--- src/hdl/phy_frame_defs.vh ---
// constants for the phy frame formatter
`ifndef PHY_FRAME_DEFS_VH
`define PHY_FRAME_DEFS_VH
`define PREAMBLE_OCTETS   3'h4
`define PREAMBLE_VALUE    8'h00
`define SFD_VALUE         8'ha7
`define SHR_SYMBOLS       10
`define SYMBOLS_PER_OCTET 2
`define SHR_OCTETS        (`SHR_SYMBOLS / `SYMBOLS_PER_OCTET)
`define LEN_MASK          8'h7f
`define LEN_ACK           7'h05
`define LEN_MPDU_MIN      7'h09
`define FRAME_BUF_DEPTH   8'h80
`define CLASS_RESERVED    2'h0
`define CLASS_ACK         2'h1
`define CLASS_MPDU        2'h2
`define FCF_TYPE_MSB      2
`define IDX_FCF_LO        8'h01
`define IDX_FCF_HI        8'h02
`define IDX_SEQ           8'h03
`endif

--- src/hdl/frame_ram.v ---
// frame buffer storage, one write port and a registered read port
`timescale 1ns/1ps
module frame_ram #(
  parameter AW = 7,
  parameter DW = 8
) (
  input  wire          mclk,   // clock
  input  wire          we,     // write strobe
  input  wire [AW-1:0] waddr,  // write address
  input  wire [DW-1:0] wdata,  // write data
  input  wire [AW-1:0] raddr,  // read address
  output reg  [DW-1:0] rdata   // read data, one cycle after raddr
);
  reg [DW-1:0] mem [0:(1<<AW)-1];

  always @(posedge mclk) begin
    if (we) begin
      mem[waddr] <= wdata;
    end
    rdata <= mem[raddr];
  end
endmodule // frame_ram

--- src/hdl/phy_frame_formatting.v ---
// phy frame formatter: shr generation, sfd sync, length handling, frame buffer
//
// Functional notes
// - transmit four zero octets then sfd 0xa7
// - shr covers late loading; send bytes when available
// - octet after matched sfd is length
// - low seven length bits give psdu count
// - length top bit kept both directions
// - readout delivers length octet first
// - frame-start event for nonzero length
// - zero length frames dropped silently
// - classify length: reserved, ack, mpdu
// - header: fcf, sequence number, addressing; addressing is not parsed
// - fcf first two octets, type bits 2:0
`timescale 1ns/1ps
`include "phy_frame_defs.vh"
module phy_frame_formatting #(
  parameter AW = 7
) (
  input  wire       mclk,            // clock, 20 mhz
  input  wire       sys_rst,         // synchronous reset, active high
  input  wire       tx_wr_valid,     // host frame buffer write strobe
  input  wire [7:0] tx_wr_data,      // host write byte: length, then psdu
  output reg        tx_wr_ready,     // write can be taken
  input  wire       tx_start,        // start transmission pulse
  output reg        tx_busy,         // transmission in progress
  output reg  [7:0] air_tx_data,     // octet to modulator
  output reg        air_tx_valid,    // octet valid
  input  wire       air_tx_ready,    // modulator takes octet
  input  wire [7:0] air_rx_data,     // octet from demodulator
  input  wire       air_rx_valid,    // octet strobe
  output reg        rx_start_evt,    // frame start event pulse
  output reg        rx_done,         // frame complete pulse
  output reg        rx_frame_avail,  // stored frame not yet read out
  output reg  [7:0] rx_len_octet,    // received length octet, top bit kept
  output reg  [1:0] rx_len_class,    // length class
  output reg  [2:0] rx_frame_type,   // frame type of received frame
  output reg  [7:0] rx_seq_num,      // sequence number of received frame
  input  wire       host_rd_start,   // start frame buffer readout pulse
  output reg  [7:0] host_rd_data,    // readout byte
  output reg        host_rd_valid,   // readout byte valid
  input  wire       host_rd_ready    // host takes readout byte
);
  localparam [4:0] T_IDLE  = 5'h01;
  localparam [4:0] T_SHR   = 5'h02;
  localparam [4:0] T_FETCH = 5'h04;
  localparam [4:0] T_WAIT  = 5'h08;
  localparam [4:0] T_SEND  = 5'h10;
  localparam [3:0] R_HUNT  = 4'h1;
  localparam [3:0] R_SFD   = 4'h2;
  localparam [3:0] R_LEN   = 4'h4;
  localparam [3:0] R_BODY  = 4'h8;

  reg  [4:0]    tx_state_reg;
  reg  [2:0]    shr_cnt_reg;
  reg  [7:0]    tx_idx_reg;
  reg  [6:0]    tx_len_reg;
  reg  [7:0]    wr_cnt_reg;
  reg  [3:0]    rx_state_reg;
  reg  [3:0]    rx_state_next;
  reg  [2:0]    zero_cnt_reg;
  reg  [7:0]    rx_idx_reg;
  reg  [6:0]    rx_len_reg;
  reg           rd_active_reg;
  reg  [7:0]    rd_addr_reg;
  reg           inflight_reg;
  reg  [7:0]    buf1_reg;
  reg  [1:0]    cnt_reg;
  reg  [1:0]    cnt_next;
  wire [7:0]    ram_rdata;
  wire          host_wr;
  wire          rx_we;
  wire          issue;
  wire          pop;
  wire          tx_last;
  wire [7:0]    wr_cnt_next;

  assign host_wr = tx_wr_valid && tx_wr_ready;
  // receiver owns the write port only while tx_wr_ready is low
  assign rx_we   = air_rx_valid && ((rx_state_reg == R_BODY) ||
                   ((rx_state_reg == R_LEN) && (air_rx_data[6:0] != 7'h00)));
  assign issue   = rd_active_reg && !tx_busy &&
                   (({1'b0, cnt_reg} + {2'b00, inflight_reg}) < 3'h2);
  assign pop     = host_rd_valid && host_rd_ready;
  assign tx_last = (tx_state_reg == T_SEND) && (!air_tx_valid || air_tx_ready) &&
                   (tx_idx_reg == {1'b0, ((tx_idx_reg == 8'h00) ?
                                          (ram_rdata[6:0]) : tx_len_reg)});
  assign wr_cnt_next = tx_last ? 8'h00 : (wr_cnt_reg + {7'h00, host_wr});

  frame_ram #(
    .AW (AW),
    .DW (8)
  ) u_ram (
    .mclk  (mclk),
    .we    (rx_we || host_wr),
    .waddr (rx_we ? rx_idx_reg[AW-1:0] : wr_cnt_reg[AW-1:0]),
    .wdata (rx_we ? air_rx_data : tx_wr_data),
    .raddr (tx_busy ? tx_idx_reg[AW-1:0] : rd_addr_reg[AW-1:0]),
    .rdata (ram_rdata)
  );

  // transmit: header is generated here, buffer holds length and psdu only
  always @(posedge mclk) begin
    if (sys_rst) begin
      tx_state_reg <= T_IDLE;
      shr_cnt_reg  <= 3'h0;
      tx_idx_reg   <= 8'h00;
      tx_len_reg   <= 7'h00;
      tx_busy      <= 1'b0;
      air_tx_data  <= 8'h00;
      air_tx_valid <= 1'b0;
    end else begin
      if (air_tx_ready) begin
        air_tx_valid <= 1'b0;
      end
      case (tx_state_reg)
        T_IDLE: begin
          if (tx_start) begin
            tx_busy      <= 1'b1;
            shr_cnt_reg  <= 3'h0;
            tx_idx_reg   <= 8'h00;
            tx_state_reg <= T_SHR;
          end
        end
        T_SHR: begin
          if (!air_tx_valid || air_tx_ready) begin
            air_tx_valid <= 1'b1;
            air_tx_data  <= (shr_cnt_reg == `PREAMBLE_OCTETS) ?
                            `SFD_VALUE : `PREAMBLE_VALUE;
            shr_cnt_reg  <= shr_cnt_reg + 3'h1;
            if (shr_cnt_reg == `PREAMBLE_OCTETS) begin
              tx_state_reg <= T_FETCH;
            end
          end
        end
        T_FETCH: begin
          // wait for the host to have written this byte
          if (tx_idx_reg < wr_cnt_reg) begin
            tx_state_reg <= T_WAIT;
          end
        end
        T_WAIT: begin
          tx_state_reg <= T_SEND;
        end
        T_SEND: begin
          if (!air_tx_valid || air_tx_ready) begin
            air_tx_valid <= 1'b1;
            air_tx_data  <= ram_rdata;
            if (tx_idx_reg == 8'h00) begin
              tx_len_reg <= ram_rdata[6:0];
            end
            if (tx_last) begin
              tx_busy      <= 1'b0;
              tx_state_reg <= T_IDLE;
            end else begin
              tx_idx_reg   <= tx_idx_reg + 8'h01;
              tx_state_reg <= T_FETCH;
            end
          end
        end
        default: begin
          tx_state_reg <= T_IDLE;
          tx_busy      <= 1'b0;
        end
      endcase
    end
  end

  // host write pointer; rewinds when the last octet is loaded into air_tx_data, before the sink takes it
  always @(posedge mclk) begin
    if (sys_rst) begin
      wr_cnt_reg  <= 8'h00;
      tx_wr_ready <= 1'b0;
    end else begin
      wr_cnt_reg  <= wr_cnt_next;
      tx_wr_ready <= (rx_state_next != R_LEN) && (rx_state_next != R_BODY) &&
                     (wr_cnt_next < `FRAME_BUF_DEPTH);
    end
  end

  always @* begin
    rx_state_next = rx_state_reg;
    if (air_rx_valid) begin
      case (rx_state_reg)
        R_HUNT: begin
          if ((air_rx_data == `PREAMBLE_VALUE) &&
              (zero_cnt_reg == `PREAMBLE_OCTETS - 3'h1)) begin
            rx_state_next = R_SFD;
          end
        end
        R_SFD: begin
          if (air_rx_data == `SFD_VALUE) begin
            rx_state_next = R_LEN;
          end else if (air_rx_data != `PREAMBLE_VALUE) begin
            rx_state_next = R_HUNT;
          end
        end
        R_LEN: begin
          // zero length: back to hunting, no trace left
          rx_state_next = (air_rx_data[6:0] == 7'h00) ? R_HUNT : R_BODY;
        end
        R_BODY: begin
          if (rx_idx_reg == {1'b0, rx_len_reg}) begin
            rx_state_next = R_HUNT;
          end
        end
        default: begin
          rx_state_next = R_HUNT;
        end
      endcase
    end
  end

  // receive: preamble sync, sfd match, length, psdu
  always @(posedge mclk) begin
    if (sys_rst) begin
      rx_state_reg   <= R_HUNT;
      zero_cnt_reg   <= 3'h0;
      rx_idx_reg     <= 8'h00;
      rx_len_reg     <= 7'h00;
      rx_start_evt   <= 1'b0;
      rx_done        <= 1'b0;
      rx_frame_avail <= 1'b0;
      rx_len_octet   <= 8'h00;
      rx_len_class   <= `CLASS_RESERVED;
      rx_frame_type  <= 3'h0;
      rx_seq_num     <= 8'h00;
    end else begin
      rx_state_reg <= rx_state_next;
      rx_start_evt <= 1'b0;
      rx_done      <= 1'b0;
      if (host_rd_start && !tx_busy) begin
        rx_frame_avail <= 1'b0;
      end
      if (air_rx_valid) begin
        if (rx_state_reg == R_HUNT) begin
          zero_cnt_reg <= (air_rx_data != `PREAMBLE_VALUE) ? 3'h0 :
                          (zero_cnt_reg + 3'h1);
        end else begin
          zero_cnt_reg <= 3'h0;
        end
        if ((rx_state_reg == R_LEN) && (air_rx_data[6:0] != 7'h00)) begin
          rx_start_evt <= 1'b1;
          rx_len_reg   <= air_rx_data[6:0];
          rx_len_octet <= air_rx_data;
          rx_idx_reg   <= 8'h01;
          if (air_rx_data[6:0] == `LEN_ACK) begin
            rx_len_class <= `CLASS_ACK;
          end else if (air_rx_data[6:0] >= `LEN_MPDU_MIN) begin
            rx_len_class <= `CLASS_MPDU;
          end else begin
            rx_len_class <= `CLASS_RESERVED;
          end
        end
        if (rx_state_reg == R_BODY) begin
          rx_idx_reg <= rx_idx_reg + 8'h01;
          if (rx_idx_reg == `IDX_FCF_LO) begin
            rx_frame_type <= air_rx_data[`FCF_TYPE_MSB:0];
          end
          if (rx_idx_reg == `IDX_SEQ) begin
            rx_seq_num <= air_rx_data;
          end
          if (rx_idx_reg == {1'b0, rx_len_reg}) begin
            rx_done        <= 1'b1;
            rx_idx_reg     <= 8'h00;  // next length octet lands at address 0
            rx_frame_avail <= 1'b1;  // a new frame wins over a readout start
          end
        end
      end
    end
  end

  // readout issues: address 0 is the length octet, then psdu in air order
  always @(posedge mclk) begin
    if (sys_rst) begin
      rd_active_reg <= 1'b0;
      rd_addr_reg   <= 8'h00;
      inflight_reg  <= 1'b0;
    end else begin
      inflight_reg <= issue;
      if (host_rd_start && !tx_busy) begin
        rd_active_reg <= 1'b1;
        rd_addr_reg   <= 8'h00;
      end else if (issue) begin
        rd_addr_reg <= rd_addr_reg + 8'h01;
        if (rd_addr_reg == {1'b0, rx_len_reg}) begin
          rd_active_reg <= 1'b0;
        end
      end
    end
  end

  // two-entry buffer ahead of the host so a stall never drops a byte
  always @* begin
    cnt_next = cnt_reg;
    case ({inflight_reg, pop})
      2'b10: cnt_next = cnt_reg + 2'h1;
      2'b01: cnt_next = cnt_reg - 2'h1;
      default: cnt_next = cnt_reg;
    endcase
  end

  always @(posedge mclk) begin
    if (sys_rst) begin
      buf1_reg      <= 8'h00;
      cnt_reg       <= 2'h0;
      host_rd_data  <= 8'h00;
      host_rd_valid <= 1'b0;
    end else begin
      cnt_reg <= cnt_next;
      // host_rd_data is the head entry; buf1 holds the one behind it
      if (inflight_reg && (cnt_next == 2'h2)) begin
        buf1_reg <= ram_rdata;
      end
      host_rd_valid <= (cnt_next != 2'h0);
      if ((cnt_next != 2'h0) && ((cnt_reg == 2'h0) || pop)) begin
        host_rd_data <= (pop && (cnt_reg == 2'h2)) ? buf1_reg :
                        ((cnt_reg == 2'h0) || (cnt_reg == 2'h1)) ? ram_rdata : buf1_reg;
      end
    end
  end
endmodule // phy_frame_formatting
--- config.mk ---
export PLATFORM = sky130hd
export DESIGN_NAME = phy_frame_formatting
export DESIGN_NICKNAME = d
export VERILOG_FILES = /design/src/hdl/frame_ram.v /design/src/hdl/phy_frame_formatting.v
export VERILOG_INCLUDE_DIRS = /design/src /design/src/hdl
export SDC_FILE = /design/constraint.sdc
export NUM_CORES = 2
export LEC_CHECK = 0
export BUFFER_PORTS_ARGS = -buffer_cell sky130_fd_sc_hd__buf_2
export CAP_MARGIN = 10
export CELL_PAD_IN_SITES_DETAIL_PLACEMENT = 2
export CELL_PAD_IN_SITES_GLOBAL_PLACEMENT = 2
export CORE_ASPECT_RATIO = 0.6
export CORE_MARGIN = 3
export CORE_UTILIZATION = 50
export DETAILED_ROUTE_END_ITERATION = 8
export PLACE_DENSITY = 0.82
export SLEW_MARGIN = 20
export SYNTH_ARGS = -nofsm -noshare
export SYNTH_HDL_FRONTEND = slang
export SYNTH_SLANG_ARGS = --single-unit
--- constraint.sdc ---
create_clock -name mclk -period 9.6 [get_ports mclk]
set_input_delay 0 -clock mclk [delete_from_list [all_inputs] [get_ports mclk]]
set_output_delay 0 -clock mclk [all_outputs]
set_load 0.05 [all_outputs]
======== Word-level counts from Yosys, hierarchy flattened ========
Memories as Yosys holds them, arrays and structs flattened. A register that Yosys moved wholly into a read port is not among the register bits.
Cells that the tools add are included.
storage, ports and cells
  output and inout bits ................... 44
  memories ................................ 1
  flip-flop bits (word level) ............. 117
  memory bits (writable) .................. 1024
cells by class
  add/subtract/negate cells ............... 9
  muxes and demuxes ....................... 58
  reduce and logical (&&, ||, !) cells .... 51
  eq/ne operators ......................... 32
  magnitude comparators ................... 4
  bitwise operators ....................... 3
memory list
  name       depth  width  rd ports  clocked after Yosys merged registers in  wr ports  line            source
  u_ram.mem  128    8      1         1                                        1         frame_ram.v:14  reg [DW-1:0] mem [0:(1<<AW)-1];
operators with widths
  kind                                                             count
  8-bit two-way mux                                                13
  8-bit case mux with 2 select lines                               2
  5-bit two-way mux                                                5
  5-bit case mux with 5 select lines                               1
  8-bit by 1-bit adder with 8-bit output, second input constant    3
  8-bit by 7-bit == test with 1-bit output                         3
  4-bit two-way mux                                                6
  7-bit two-way mux                                                3
  1-bit two-way mux                                                17
  8-bit logical NOT                                                2
  4-bit case mux with 4 select lines                               1
  1-bit logical AND                                                15
  3-bit two-way mux                                                5
  2-bit nonzero test                                               7
  2-bit inequality test, second input constant                     6
  3-bit AND reduction                                              4
  8-bit by 1-bit adder with 8-bit output                           1
  8-bit by 1-bit == test with 1-bit output, second input constant  1
  8-bit by 2-bit == test with 1-bit output, second input constant  1
  8-bit == test, second input constant                             1
  8-bit less-than comparator                                       1
  8-bit less-than comparator, second input constant                1
  2-bit AND reduction                                              4
  4-bit AND reduction                                              2
  37 further kinds                                                 52

======== Logic depth before layout (Yosys ltp) ========
  depth after elaboration ................. 8
  gate-level depth with buffers ........... 12
  gate-level depth less buffers ........... 10

======== By module ========
A second synthesis with hierarchy kept.
second synthesis, totals
  cell total of the unflattened synthesis .. 2287
  area, all modules ....................... 45255.9 um2
by module, submodules not included
  module                times used  area each (um2)  cells each
  frame_ram             1           39665.5          1635
  phy_frame_formatting  1           5590.4           652

======== Least setup slack after synthesis ========
No wires, ideal clock.
  path type ............................... register to register
  start point ............................. register rx_state_reg[2]
  end point ............................... memory u_ram.mem[0][0], data pin
  setup slack ............................. 5.804 ns
  data required time ...................... 9.089 ns
  library setup time ...................... 0.511 ns
  cell stages (with the launch flop) ...... 8
  arrival ................................. 3.285 ns
  cell sequence ........................... dfxtp_1 -> or3b_1 -> or2_2 -> nand2_1 -> clkbuf_1 -> buf_1 -> nand2_1 -> nand2_1
on the way
  cells in the longest elaborated chain, start to end .. 5
  elaborated cells on any way between the ends .. 6
  those cells by class .................... eq/ne: 2; mux: 1; reduce/logical: 3
RTL lines
  item                                      line                        source
  start: declaration                        phy_frame_formatting.v:59   reg [3:0] rx_state_reg;
  start signal: assignment                  phy_frame_formatting.v:229  rx_state_reg <= rx_state_next;
  4-bit by 3-bit == test with 1-bit output  phy_frame_formatting.v:81   ((rx_state_reg == R_LEN) && (air_rx_data[6:0] != 7'h00)));
  1-bit logical AND                         phy_frame_formatting.v:81
  1-bit logical OR (*)                      phy_frame_formatting.v:80   assign rx_we = air_rx_valid && ((rx_state_reg == R_BODY) ||
  1-bit logical AND (*)                     phy_frame_formatting.v:80
  8-bit two-way mux (*)                     phy_frame_formatting.v:97   .wdata (rx_we ? air_rx_data : tx_wr_data),
  named net u_ram.wdata[0]                  frame_ram.v:10              input wire [DW-1:0] wdata,
  end: declaration                          frame_ram.v:14
Mark *: on every way through the listed nets, which the timed path passes. The rest lies on a longest branch.

======== Worst setup path in the final report ========
  start point ............................. register rx_state_reg[1]
  end point ............................... memory u_ram.mem[20][3] (enable)
on the way
  cells in the longest elaborated chain, start to end .. 7
  elaborated cells on any way between the ends .. 9
  those cells by class .................... eq/ne: 2; mux: 3; reduce/logical: 4
RTL lines
  item                                      line                       source
  4-bit by 3-bit == test with 1-bit output  phy_frame_formatting.v:81
  1-bit logical AND                         phy_frame_formatting.v:81
  1-bit logical OR (*)                      phy_frame_formatting.v:80
  1-bit logical AND (*)                     phy_frame_formatting.v:80
  1-bit logical OR                          phy_frame_formatting.v:95  .we (rx_we || host_wr),
  1-bit two-way mux                         frame_ram.v:17             if (we) begin
  1-bit two-way mux (implied by the code)   frame_ram.v:18             mem[waddr] <= wdata;
Mark *: on every way between the ends. The rest lies on a longest branch, timed or not.

==> results.md <==
* Status: completed
* Synthesized net count at about 2900
* CTS Buf Count at approximately 100
* Measured slew at the worst slew-check pin at 1.21 ns
* Detail Placement HPWL at between 100000 and 150000 um
* Num rows at 85
* Area growth syn-to-layout at 11.7%
* Post-synthesis average cell area at 16.3 um^2
* CP Max Fanout at 21
* Hold depth at 6
* Grt ovf at 0
* Worst EP arrival at between 5 and 6 ns
* Total Wirelength at between 150000 and 200000 um
* Initial DRC count at ~4700
* Yosys warning count at 0
* Most common flop cell mapped by yosys: edfxtp_1
* Ys async rst share at 0%
* Setup bufs post-CTS at 0
* Post-Syn Area at roughly 46000 um^2
* Final setup TNS at 0 ns
* I/O Buffers at 67
* Vias per cell at ~7.1
* Reg2reg path depth at 7
* Delay of the slowest critical-path stage at 1.11 ns
* Cells after synthesis at between 2000 and 3000
* DIE WIDTH at roughly 400 um
* GPL Wtd Cong at roughly 0.86
* NetSw at 2560 uW
* Final setup viols at 0
* Placed cell area at about 48000 um^2
* Cell mode on critical path: nand2b_1
* Worst slew margin at 19.2%
* Drt first pass iters at 7
* Switching Share at between 20% and 30%
* Layout cells sized above 1 at 15.9%
* Slew Limit Fails at 0
* Max VDD drop at between 0.15 and 0.2 mV
* Internal power at between 7000 and 8000 uW
* Clock power frac at 41.9%
* Final hold violations at 0
* Core Footprint at around 90000 um^2
* Initial antenna violation count at 4
* Max reg flops at 1024
* Fin crit period at 5.41 ns
* Netlist cell types at 69
* Combinational share of power at ~6.3%
* CTS tree: done
* Worst-case clock buffer depth at 3
* Die area at approximately 95000 um^2
* CP Cell Sequence: nand2b_1 > nor3_1 > a21oi_2 > mux2i_1 > nand2b_1 > nand2b_2 > nor2_1
* Effective utilization at floorplan at 50.8%
* Final Cell Area at ~51000 um^2
* Io pins at a little under 70
* Worst-skew pair later-pin latency at between 0.7 and 0.8 ns
* Die Ht at 240 um
* Worst hold path class: in -> reg
* Clock Sinks at ~1100
* Cell Pwr Density at approximately 210 nW/um^2
* Largest reg by FF count: u_ram.mem
* Fmax at about 180 MHz
* Pin count of the biggest net entering global routing at roughly 120
* Kind of critical path: reg -> reg
* Root buffer cell: clkbuf_16
* EDFF count, synth at ~1000
* Slowest stage cell, crit path: nor2_1
* Crit. End Element: flop
* Post-synthesis register bit count at around 1100
* Global-route wire length before repair at about 260000 um
* PnR Total Power at between 10000 and 15000 uW
* DR WL/cell at 43.0 um
* Flop pwr share at between 50% and 60%
* Register area share after synthesis at between 70 and 80%
* Clock-pin slew of the registers on the worst-case setup and hold paths at about 0.07 ns
* WP data required at 9.93 ns
* Worst Path Buf+Inv at 0
* Clk_skew at 0.0314 ns
* Startpoint Class: flop
* # DRC at 0
* Crit share post-route at between 50 and 60%
* Antenna Violating Nets Remaining at 0
* LEAKAGE at ~0.016 uW
* GRT Total Usage at 38.2%
* Vias in the first global route at ~31000
* Nets@finish at a little under 3000
* Max_cap viols at 0
* Crit path max-delay family: simple AND/OR/NAND/NOR gates
* Crit. path cell count at 7
* H-tree depth at 3
* Via Count at approximately 30000
* RSZ-0062 raised after global routing: no
[cell usage after synthesis, drive strengths merged (19+ instances only)]
master,count,share of area (%)
xnor2,21,0.40
a211oi,19,0.31
dfxtp,118,5.2
nor3,41,0.48
nand3,48,0.52
o22ai,39,0.53
o21ai,63,0.70
nor2,260,2.1
edfxtp,1024,67
mux4,160,7.9
nand2,213,1.7
clkbuf,90,0.74
ha,23,0.63
mux2i,206,4.5
a31oi,21,0.29
a21oi,93,1.0
nand2b,20,0.27
o221ai,64,1.2
inv,27,0.22
buf,63,0.72
nor4,22,0.33
[repair_timing]
action	in CTS	in global routing
gates resized for setup	0	0
endpoints found under the hold margin	46	0
hold buffers	17	0
[cell type report]
class / count / area, um^2
multi-input cells: 1494 / 12200
diodes: 3 / 7.51
clock buffers: 147 / 2920
well taps: 1218 / 1520
inverters: 27 / 101
clock inverters: 48 / 458
flip-flops and latches: 1142 / 33100
fillers: 7685 / 39100
repair buffers: 124 / 851
[routing by layer]
| layer | GRT usage [%] | up-vias | wire (um) |
|---|---|---|---|
| li1 | - | 11200 | - |
| met1 | 52.4 | 15800 | 70400 |
| met2 | 59.9 | 2285 | 83800 |
| met3 | 9.77 | 441 | 19500 |
| met4 | 13.1 | 2 | 7020 |
| met5 | 0 | - | 14 |
[tightest hold or removal path, cell delays in order]
cell	delay (ns)
buf_2	0.10
nand2_1	0.11
inv_1	0.11
o2bb2ai_1	0.18
mux2i_1	0.16
a211oi_1	0.09
[kinds of logic after synthesis]
| family | Yosys count | synth area share [%] |
|---|---|---|
| AND/OR/NAND/NOR | 684 | 6.73 |
| AO/OA/AOI/OAI | 375 | 5.42 |
| adder cells (fa/ha/maj) | 23 | 0.628 |
| XOR/XNOR | 39 | 0.745 |
| buffers and inverters | 180 | 1.68 |
| multiplexers | 373 | 12.5 |
| flip-flops | 1142 | 72.3 |
[power by group through the flow]
stage               Clock, uW  Sequential [uW]  Combinational [uW]
floorplan                   0             5570                 376
global placement            0             5570                 573
detailed placement          0             5570                 615
CTS                      4390             5460                 639
global route             4600             5460                 684
finish                   4420             5460                 661
[final timing paths]
check	to	start	slack (ns)
setup reg to reg	u_ram.mem[20][3]$_DFFE_PP_	rx_state_reg[1]$_SDFF_PP0_	4.19
hold reg to reg	rx_frame_avail$_SDFF_PP0_	rx_frame_avail$_SDFF_PP0_	0.48
setup / recovery	u_ram.mem[20][3]$_DFFE_PP_	rx_state_reg[1]$_SDFF_PP0_	4.19
hold / removal	host_rd_data[7]$_SDFFE_PP0P_	host_rd_ready	0.08
[cells in the final DEF, fill, tap and decap left out, types with 7 or more instances in the layout]
master and instances:
dfxtp_1 118, o31ai_1 11, buf_4 37, nand3_1 47
nor4_1 20, mux2i_1 202, a21oi_1 90, a211oi_1 19
edfxtp_1 1024, nand2_4 7, clkinv_1 19, o22ai_1 39
nand2b_1 16, or3_1 11, a31oi_1 21, xnor2_1 21
and3_1 15, a22oi_1 14, or2_2 9, mux4_2 160
nand3b_1 8, clkinv_2 14, nor3_1 38, o32ai_1 12
nand4_1 13, nand2_1 202, bufinv_16 9, clkbuf_16 109
clkbuf_1 33, ha_1 23, xor2_1 18, o221ai_1 64
nor2_1 251, inv_1 27, buf_2 67, nor2_2 9
o21ai_0 55, dlygate4sd3_1 17
[metrics by stage]
stage | utilization, % | setup WS [ns] | hold slack (ns) | cells
3_5_place_dp | 52.7 | 4.41 | 0.295 | 3987
3_3_place_gp | 52.6 | 4.71 | 0.276 | 3987
5_1_grt | 56.7 | 4.02 | 0.0994 | 4200
6_report | 56.7 | 4.19 | 0.0771 | 4203
2_1_floorplan | - | 5.80 | 0.113 | 2816
4_1_cts | 56.6 | 4.19 | 0.0427 | 4199
(Power assumes the default switching activity.)
